`config.mk`:
```
export PLATFORM = sky130hd
export DESIGN_NAME = lpi_pwm_engine
export DESIGN_NICKNAME = d
export VERILOG_FILES = /design/src/rtl/lpi_reg_mem.v /design/src/rtl/lpi_pwm_engine.v
export VERILOG_INCLUDE_DIRS = /design/src /design/src/rtl
export SDC_FILE = /design/constraint.sdc
export NUM_CORES = 1
export LEC_CHECK = 0
export BUFFER_PORTS_ARGS = -buffer_cell sky130_fd_sc_hd__clkbuf_2
export CAP_MARGIN = 20
export CORE_MARGIN = 1.5
export CORE_UTILIZATION = 40
export CTS_CLUSTER_DIAMETER = 40
export DETAILED_ROUTE_END_ITERATION = 8
export PLACE_DENSITY = 0.7
export SYNTH_ARGS = -nofsm -noshare
export SYNTH_HDL_FRONTEND = slang
export SYNTH_SLANG_ARGS = --single-unit
```
`constraint.sdc`:
```
create_clock -name clock -period 2.6 [get_ports clock]
set_input_delay 0.26 -clock clock [delete_from_list [all_inputs] [get_ports clock]]
set_output_delay 0.26 -clock clock [all_outputs]
set_load 0.03 [all_outputs]
```
`src/rtl/lpi_defines.vh`:
```
// constants and field layout of the led port pwm intensity engine
//----------------------------------------------------------------------
// What this block does
//----------------------------------------------------------------------
// What this block does
// a zero master nibble makes every output static, ignoring all else.
// nonzero master and global flag clear take per-output nibbles.
// nibble 0xf is static at the phase level, 0x0 to 0xe is pwm.
// global flag set with nonzero master uses only register 0x0e.
// the host writes differing per-output values to mix static and pwm.
// level bit 0 gives low time (n+1)/16 and high time (15-n)/16.
// level bit 1 inverts that ratio and 0xf gives static high-z.
// level bit 0 with nibble 0xf holds the output low continuously.
// with blink on, the active phase level bit sets pwm polarity.
// the aux output nibble doubles as the shared global intensity.
// global mode applies to every output, never to a subset.
// master and shared nibbles form an 8-bit 240-step control.
// a period is 240 steps, 15 timeslots of 16 cycles each.
// a zero master nibble stops the pwm step timer.
// blink off uses phase-0 bits, blink on picks phase by flip flag.
// a 16/16 setting skips timeslot gating and gives a static level.
// new intensity values take effect at the next period boundary, or at once while stopped.
`ifndef LPI_DEFINES_VH
`define LPI_DEFINES_VH
`define LPI_ADDR_MASTER_AUX  8'h0e
`define LPI_ADDR_INTENS_0    8'h10
`define LPI_ADDR_INTENS_7    8'h17
`define LPI_MASTER_MSB       7
`define LPI_MASTER_LSB       4
`define LPI_SHARED_MSB       3
`define LPI_SHARED_LSB       0
`define LPI_RESET_BYTE       8'h00
`define LPI_STATIC_NIBBLE    4'hf
`define LPI_CYCLES_PER_SLOT  4'hf
`define LPI_SLOTS_PER_PERIOD 4'he
`define LPI_OSC_HZ           32768
`define LPI_CLOCK_HZ         50000000
`define LPI_STEP_DIV         (`LPI_CLOCK_HZ / `LPI_OSC_HZ)
`endif

```
`src/rtl/lpi_reg_mem.v`:
```
// small register memory for the eight per-output intensity bytes
`timescale 1ns/1ns
`include "lpi_defines.vh"
module lpi_reg_mem (
	input  wire       clock,
	input  wire       reset_n,
	input  wire       wr_en,
	input  wire [2:0] wr_addr,
	input  wire [7:0] wr_data,
	input  wire [2:0] rd_addr,
	output reg  [7:0] rd_data,
	output wire [63:0] all_data
);
	reg [7:0] mem [0:7];
	genvar g;
	generate
		for (g = 0; g < 8; g = g + 1) begin : g_ent
			always @(posedge clock or negedge reset_n) begin
				if (!reset_n)
					mem[g] <= `LPI_RESET_BYTE;
				else if (wr_en && wr_addr == g)
					mem[g] <= wr_data;
			end
			assign all_data[g*8+7:g*8] = mem[g];
		end
	endgenerate
	always @(posedge clock or negedge reset_n) begin
		if (!reset_n)
			rd_data <= `LPI_RESET_BYTE;
		else
			rd_data <= mem[rd_addr];
	end
endmodule // lpi_reg_mem

```
`src/rtl/lpi_pwm_engine.v`:
```
// pwm intensity engine for sixteen port outputs and the aux output
`timescale 1ns/1ns
`include "lpi_defines.vh"
module lpi_pwm_engine #(
	parameter STEP_DIV = `LPI_STEP_DIV
) (
	input  wire        clock,
	input  wire        reset_n,
	input  wire        reg_wr,
	input  wire [7:0]  reg_addr,
	input  wire [7:0]  reg_wdata,
	output reg  [7:0]  reg_rdata,
	input  wire        global_select,
	input  wire        blink_enable,
	input  wire        blink_flip,
	input  wire [15:0] phase_level_bits_0,
	input  wire [15:0] phase_level_bits_1,
	input  wire        aux_level_0,
	input  wire        aux_level_1,
	output reg  [15:0] port_pins_oe,
	output reg         aux_output_oe,
	output wire [15:0] port_pins_out,
	output wire        aux_output_out,
	output wire        pwm_running
);
	//------------------------------------------------------------
	// registers
	//------------------------------------------------------------
	reg  [7:0]  master_aux_intensity;
	wire [63:0] intens_all;
	wire [7:0]  mem_rdata;
	wire        mem_sel;
	reg         mem_sel_q;
	reg  [7:0]  reg_addr_q;
	assign mem_sel = (reg_addr >= `LPI_ADDR_INTENS_0) &&
		(reg_addr <= `LPI_ADDR_INTENS_7);
	always @(posedge clock or negedge reset_n) begin
		if (!reset_n)
			master_aux_intensity <= `LPI_RESET_BYTE;
		else if (reg_wr && reg_addr == `LPI_ADDR_MASTER_AUX)
			master_aux_intensity <= reg_wdata;
	end
	lpi_reg_mem u_mem (
		.clock    (clock),
		.reset_n  (reset_n),
		.wr_en    (reg_wr && mem_sel),
		.wr_addr  (reg_addr[2:0]),
		.wr_data  (reg_wdata),
		.rd_addr  (reg_addr[2:0]),
		.rd_data  (mem_rdata),
		.all_data (intens_all)
	);
	always @(posedge clock or negedge reset_n) begin
		if (!reset_n) begin
			mem_sel_q  <= 1'b0;
			reg_addr_q <= 8'h00;
		end else begin
			mem_sel_q  <= mem_sel;
			reg_addr_q <= reg_addr;
		end
	end
	// read data one cycle after the address, unmapped reads zero
	always @* begin
		if (mem_sel_q)
			reg_rdata = mem_rdata;
		else if (reg_addr_q == `LPI_ADDR_MASTER_AUX)
			reg_rdata = master_aux_intensity;
		else
			reg_rdata = 8'h00;
	end
	//------------------------------------------------------------
	// step timer and period counters
	//------------------------------------------------------------
	reg  [15:0] div_cnt;
	reg  [3:0]  cyc_cnt;
	reg  [3:0]  slot_cnt;
	reg  [7:0]  act_master_aux;
	reg  [63:0] act_intens;
	reg         act_global;
	wire [3:0]  act_master;
	wire        step;
	wire        period_end;
	assign act_master = act_master_aux[`LPI_MASTER_MSB:`LPI_MASTER_LSB];
	// timer halts while the live master nibble is zero
	assign pwm_running = |master_aux_intensity[`LPI_MASTER_MSB:
		`LPI_MASTER_LSB];
	assign step = pwm_running && (div_cnt == STEP_DIV - 1);
	assign period_end = step && cyc_cnt == `LPI_CYCLES_PER_SLOT &&
		slot_cnt == `LPI_SLOTS_PER_PERIOD;
	always @(posedge clock or negedge reset_n) begin
		if (!reset_n) begin
			div_cnt  <= 16'h0000;
			cyc_cnt  <= 4'h0;
			slot_cnt <= 4'h0;
		end else if (!pwm_running) begin
			div_cnt  <= 16'h0000;
			cyc_cnt  <= 4'h0;
			slot_cnt <= 4'h0;
		end else if (step) begin
			div_cnt <= 16'h0000;
			cyc_cnt <= cyc_cnt + 4'h1;
			if (cyc_cnt == `LPI_CYCLES_PER_SLOT)
				slot_cnt <= (slot_cnt == `LPI_SLOTS_PER_PERIOD) ?
					4'h0 : slot_cnt + 4'h1;
		end else begin
			div_cnt <= div_cnt + 16'h0001;
		end
	end
	// settings load at period boundary, or at once while stopped
	always @(posedge clock or negedge reset_n) begin
		if (!reset_n) begin
			act_master_aux <= `LPI_RESET_BYTE;
			act_intens     <= 64'h0;
			act_global     <= 1'b0;
		end else if (period_end || !pwm_running ||
			act_master == 4'h0) begin
			act_master_aux <= master_aux_intensity;
			act_intens     <= intens_all;
			act_global     <= global_select;
		end
	end
	//------------------------------------------------------------
	// per-output duty generation
	//------------------------------------------------------------
	wire [3:0]  shared_intensity_nibble;
	wire        slot_on;
	wire [16:0] level;
	wire [16:0] pin_hiz;
	assign shared_intensity_nibble =
		act_master_aux[`LPI_SHARED_MSB:`LPI_SHARED_LSB];
	// master gates the first n slots of each period
	assign slot_on = slot_cnt < act_master;
	// phase select: blink off always phase 0
	assign level = (blink_enable && blink_flip) ?
		{aux_level_1, phase_level_bits_1} :
		{aux_level_0, phase_level_bits_0};
	genvar i;
	generate
		for (i = 0; i < 17; i = i + 1) begin : g_out
			wire [3:0] nib;
			wire       low_win;
			wire       active_low;
			if (i == 16) begin : g_aux
				assign nib = shared_intensity_nibble;
			end else begin : g_port
				// global mode covers every port alike
				assign nib = act_global ? shared_intensity_nibble :
					act_intens[(i/2)*8+(i%2)*4+3:(i/2)*8+(i%2)*4];

			end
			// low for the first n+1 cycles of the slot
			assign low_win = cyc_cnt <= nib;
			assign active_low = level[i] ? !low_win : low_win;
			assign pin_hiz[i] =
				(act_master == 4'h0) ? level[i] :
				(nib == `LPI_STATIC_NIBBLE) ? level[i] :
				!slot_on ? 1'b1 :
				!active_low;
		end
	endgenerate
	// open-drain: output data always low, enable sinks the pin
	assign port_pins_out  = 16'h0000;
	assign aux_output_out = 1'b0;
	always @(posedge clock or negedge reset_n) begin
		if (!reset_n) begin
			port_pins_oe  <= 16'h0000;
			aux_output_oe <= 1'b0;
		end else begin
			port_pins_oe  <= ~pin_hiz[15:0];
			aux_output_oe <= ~pin_hiz[16];
		end
	end
endmodule // lpi_pwm_engine

```
======== Word level (Yosys, flattened, before mapping) ========
Cells that the tools add are included.
word-level totals
  register bits ........................... 203
  memories ................................ 0
  memory bits (writable) .................. 0
  ROM bits ................................ 0
  latch bits .............................. 0
  output and inout port bits .............. 43
operators by class
  equality and inequality tests ........... 31
  reductions and logical operators ........ 56
  shift-type cells ........................ 0
  multiply operators ...................... 0
  add/sub/neg operators ................... 3
  muxes and demuxes ....................... 98
  divide/modulo/power cells ............... 0
  $lt $le $gt $ge ......................... 21
  bitwise gates (word level) .............. 3
operators by type and width
  kind                                                               count
  two-way mux 4 bit                                                  22
  equality test 4 bit, second input constant                         19
  <= comparator 4 bit                                                17
  two-way mux 1 bit                                                  68
  logical NOT 1 bit                                                  35
  two-way mux 16 bit                                                 2
  two-way mux 8 bit                                                  4
  binary-select mux 8 bit (select 3 bit)                             1
  two-way mux 17 bit                                                 1
  adder 16 x 1 -> 16 bit, second input constant                      1
  equality test 16 x 11 -> 1 bit, second input constant              1
  equality test 8 x 4 -> 1 bit, second input constant                2
  inverter 16 bit                                                    1
  logical AND 1 bit                                                  15
  equality test 3 bit, second input constant                         4
  adder 4 x 1 -> 4 bit, second input constant                        2
  greater-or-equal comparator 8 x 5 -> 1 bit, second input constant  1
  <= comparator 8 x 5 -> 1 bit, second input constant                1
  equality test 3 x 2 -> 1 bit, second input constant                2
  greater-or-equal comparator 4 bit, second input constant           1
  logical NOT 4 bit                                                  1
  < comparator 4 bit                                                 1
  != test 2 x 1 -> 1 bit, second input constant                      2
  inverter 3 -> 4 bit                                                1
  other kinds (6)                                                    7

======== Logic depth before layout (Yosys ltp) ========
  depth after elaboration ................. 9
  depth in mapped cells ................... 11
  depth with buffers taken out ............ 9

======== Modules after synthesis ========
A second synthesis with hierarchy kept.
unflattened totals
  cells, all modules ...................... 954
  area total of the unflattened synthesis .. 11399.7 um^2
modules (own cells, without submodules)
  module          area an instance (um^2)  seq. area each (um^2)  instances  cells an instance
  lpi_pwm_engine  8206.6                   3278.1                 1          774
  lpi_reg_mem     3193.1                   1801.7                 1          180

======== Least setup slack after synthesis ========
OpenSTA, ideal clock, no wires.
  path type ............................... register -> register
  from .................................... reg div_cnt[0]
  to ...................................... reg act_intens[30]
  library setup time ...................... 0.127 ns
  setup slack ............................. 0.066 ns
  data arrival time ....................... 2.407 ns
  clock period less this slack ............ 2.534 ns
  stages on the path, launching flop included .. 10
  data required time ...................... 2.473 ns
  cell sequence ........................... dfrtp_1 inv_1 ha_1 or4bb_1 or4_1 buf_2 o21ai_4 buf_6 buf_6 mux2_1
between the ends
  longest elaborated chain between the ends .. 6
RTL lines
  what                                       RTL line              text
  start, declared                            lpi_pwm_engine.v:74   reg [15:0] div_cnt;
  start signal, assigned                     lpi_pwm_engine.v:106  div_cnt <= div_cnt + 16'h0001;
  equality test 16 x 11 -> 1 bit             lpi_pwm_engine.v:87   assign step = pwm_running && (div_cnt == STEP_DIV - 1);
  logical AND 1 bit                          lpi_pwm_engine.v:87
  logical AND 1 bit (no line) (2 in series)  n/a
  logical OR 1 bit (2 in series)             lpi_pwm_engine.v:115  end else if (period_end || !pwm_running ||
  end signal, assigned                       lpi_pwm_engine.v:118  act_intens <= intens_all;
  end, declared                              lpi_pwm_engine.v:78   reg [63:0] act_intens;
Every way passes these cells.
A chain may end at the register's enable or synchronous reset.

======== Final worst setup path ========
  from .................................... reg div_cnt[0]
  to ...................................... reg act_intens[27]
Same word-level chain as after synthesis.

==> flow_metrics.py <==
metrics = {
    "yosys": {
        "synthTopCellsByArea": "dfrtp_1, mux2_2, ha_1, a21oi_1, mux2i_1",
        "yosysTopAreaCell": "dfrtp_1",
        "ys_async_sr_fraction": 1.00,
        "ys_top_cells_by_count": "dfrtp_1, mux2_2, a21oi_1",
        "synth.avg_cell_area_sq_um": 11.5,
        "syn_inst": 971,
        "yosys_warnings": 0,
        "syn_area_sq_um": 11200,
        "ys.flop_type": "dfrtp_1",
        "yosysMostFrequentCell": "dfrtp_1",
        "ys_ff_latch": 203,
        "synth_edf_count": 0,
        "yosys.area.top_type_share": 0.454,
        "netlist-cell-type-count": 49,
        "yosysSeqAreaShare": 0.454,
    },
    "global_route": {
        "grt_pass1_vias": 7901,
        "grt.total_usage": 0.194,
        "antenna_found_initial": 1,
        "grt_max_degree": 73,
        "grt_pass1_wl_mm": 43.9,
        "grt-ovfl-total": 0,
    },
    "worst_setup_path": {
        "cp-end-kind": "flop",
        "cp-start-kind": "flop",
        "crit_path_max_fanout": 26,
        "path_class": "reg -> reg",
        "r2r_slack_ns": 0.1,
        "arrival_ns": 2.93,
        "critPathRequiredTime_ns": 3.03,
    },
    "placed_design": {
        "dp_slack_ns": 0.0399,
        "portBuffers": 81,
        "place_area_sq_um": 12200,
        "dp_hpwl_mm": 20.2,
        "routabilityCongestion": 0.840,
    },
    "cts": {
        "clkSinkCount": 203,
        "root_buffer": "clkbuf_16",
        "clkSlewWorstSetupHoldPaths_ns": 0.05,
        "cts_made_buffers": 27,
        "h-tree-depth": 1,
        "clk_latency_ns": 0.55,
        "cts_tree": "yes",
        "cts_buffer_depth": 3,
    },
    "status": {
        "status": "completed",
    },
    "power": {
        "p_seq_frac": 0.417,
        "pwr-share-comb": 0.154,
        "p_total_w": 0.00842,
        "vdd_drop_max_v": 0.000516,
        "p_leak_nw": 6.09,
        "p_sw_w": 0.00239,
        "internal-power_w": 0.00603,
        "swShare": 0.284,
        "clkPwrFrac": 0.429,
        "p_per_area_nw_per_um2": 637,
    },
    "final_layout": {
        "syn2layout_area_growth_pct": 18.1,
        "design_area_sq_um": 13200,
        "drive_above_1_share": 0.281,
        "antennaDiodeCount": 0,
        "fin_nets": 1222,
    },
    "sta": {
        "period_minus_slack_ns": 2.50,
        "worst_pin_slew_ns": 0.644,
        "fmax_ghz": 0.400,
        "holdWs_ns": 0.0688,
        "finalHoldViolations": 0,
        "tns_ns": 0,
        "fin_ws_ns": 0.0987,
        "setup_viol_count_final": 0,
        "clock_skew_ns": 0.0172,
        "min_period_over_period": 0.962,
        "rsz0062_at_grt": "no",
        "max_slew_margin": 0.571,
        "timing.final.max_slew_violations": 0,
    },
    "detailed_routing": {
        "wl_mm": 27.7,
        "via_count": 8139,
        "wl_per_cell_microns": 18.6,
        "drt_first_pass_iters": 5,
        "antenna_left": 0,
        "drtIter0Drc": 587,
        "routed_via_density": 5.47,
        "drc": 0,
    },
    "floorplan": {
        "num_rows": 61,
        "pin_count": 99,
        "initial_core_util": 0.405,
        "fp.dieH_microns": 170,
        "die_area_sq_um": 29000,
        "core_sq_um": 27600,
        "die_w_microns": 170,
    },
    "min_path": {
        "min_path_type": "in -> reg",
    },
    "job": {
        "cap_violations": 0,
    },
}
## worst paths after layout
path                                            start                              to  depth (start not counted)
max reg2reg                      div_cnt[0]$_DFF_PN0_      act_intens[27]$_DFFE_PN0P_                          8
min reg2reg                act_intens[39]$_DFFE_PN0P_      act_intens[39]$_DFFE_PN0P_                          1
min                                       aux_level_1         aux_output_oe$_DFF_PN0_                          4
max in group asynchronous                     reset_n  u_mem.all_data[55]$_DFFE_PN0P_                          3
min in group asynchronous                     reset_n            div_cnt[4]$_DFF_PN0_                          2
max                              div_cnt[0]$_DFF_PN0_      act_intens[27]$_DFFE_PN0P_                          8
## cells by family (layout without fill, tap and decap cells)
group / after synthesis / after routing / share of synthesized area
simple gates: 207 / 207 / 0.107
flops: 203 / 203 / 0.454
compound gates: 195 / 195 / 0.101
mux: 189 / 189 / 0.202
buf+inv: 84 / 206 / 0.0375
fa+ha+maj: 76 / 76 / 0.0850
xor+xnor: 16 / 16 / 0.0125
other cells: 1 / 17 / 0.000335
## cells in the final DEF (no fill, tap or decap), drive strengths merged, types with 13 or more instances in the layout
master	synthesis	routed
a21oi	82	82
a22o	13	13
and4	19	19
buf	32	44
clkbuf	27	115
conb	1	17
dfrtp	203	203
ha	76	76
inv	25	31
mux2	133	133
mux2i	40	40
mux4	16	16
nand2	39	39
nand3	13	13
nand3b	29	29
nor2	30	30
nor2b	18	18
nor3	22	22
o211ai	17	17
o21ai	64	64
## state kept, by name, summed over array words and instances (netlist names)
register and flops:
slot_cnt 4, aux_output_oe 1, u_mem.rd_data 8, u_mem.all_data 64, act_master_aux 8, mem_sel_q 1, cyc_cnt 4, master_aux_intensity 8
reg_addr_q 8, act_intens 64, act_global 1, port_pins_oe 16, div_cnt 16
## metal layers
metal | up-vias | track usage | part of all wire
met3 | 44 | 0.0295 | 0.061
met5 | - | 0 | 0.00040
li1 | 3821 | - | -
met1 | 3999 | 0.297 | 0.49
met4 | 2 | 0.0473 | 0.021
met2 | 273 | 0.287 | 0.43
## per-stage QoR
step,utilization,std cells
final,0.478,1487
after global routing,0.478,1487
after CTS,0.476,1485
after detailed placement,0.441,1430
after global placement,0.441,1430
after floorplan,-,987
## power groups by stage
stage                     Clock, W  Sequential (W)  Combinational [W]
after floorplan                  0         0.00364           0.000763
after global placement           0         0.00356            0.00124
after detailed placement         0         0.00356            0.00127
after CTS                  0.00367         0.00351            0.00129
after global routing       0.00380         0.00353            0.00143
final                      0.00361         0.00351            0.00130
## cell type report
class                   instances  area (sq um)
repair buffers                133           910
fillers                      2490         14400
inverters                      25          93.8
flip-flops and latches        203          5080
clock buffers                  33           728
well taps                     378           473
clock inverters                15           166
multi-input cells             700          5770
## timing repair
action,4_1_cts,5_1_grt
gates resized for setup,0,5
setup buffers,0,1
endpoints found under the setup margin,0,68
endpoints found under the hold margin,76,0
hold buffers,7,0
## worst max-delay path, cell delays in order, from the launching register on
cell and delay, ns:
dfrtp_1 0.37, inv_1 0.06, ha_1 0.14, or4bb_1 0.44
or4_4 0.52, o21ai_4 0.17, buf_12 0.14, buf_12 0.18
mux2_2 0.36
No activity file was read; power rests on OpenSTA's default activity.
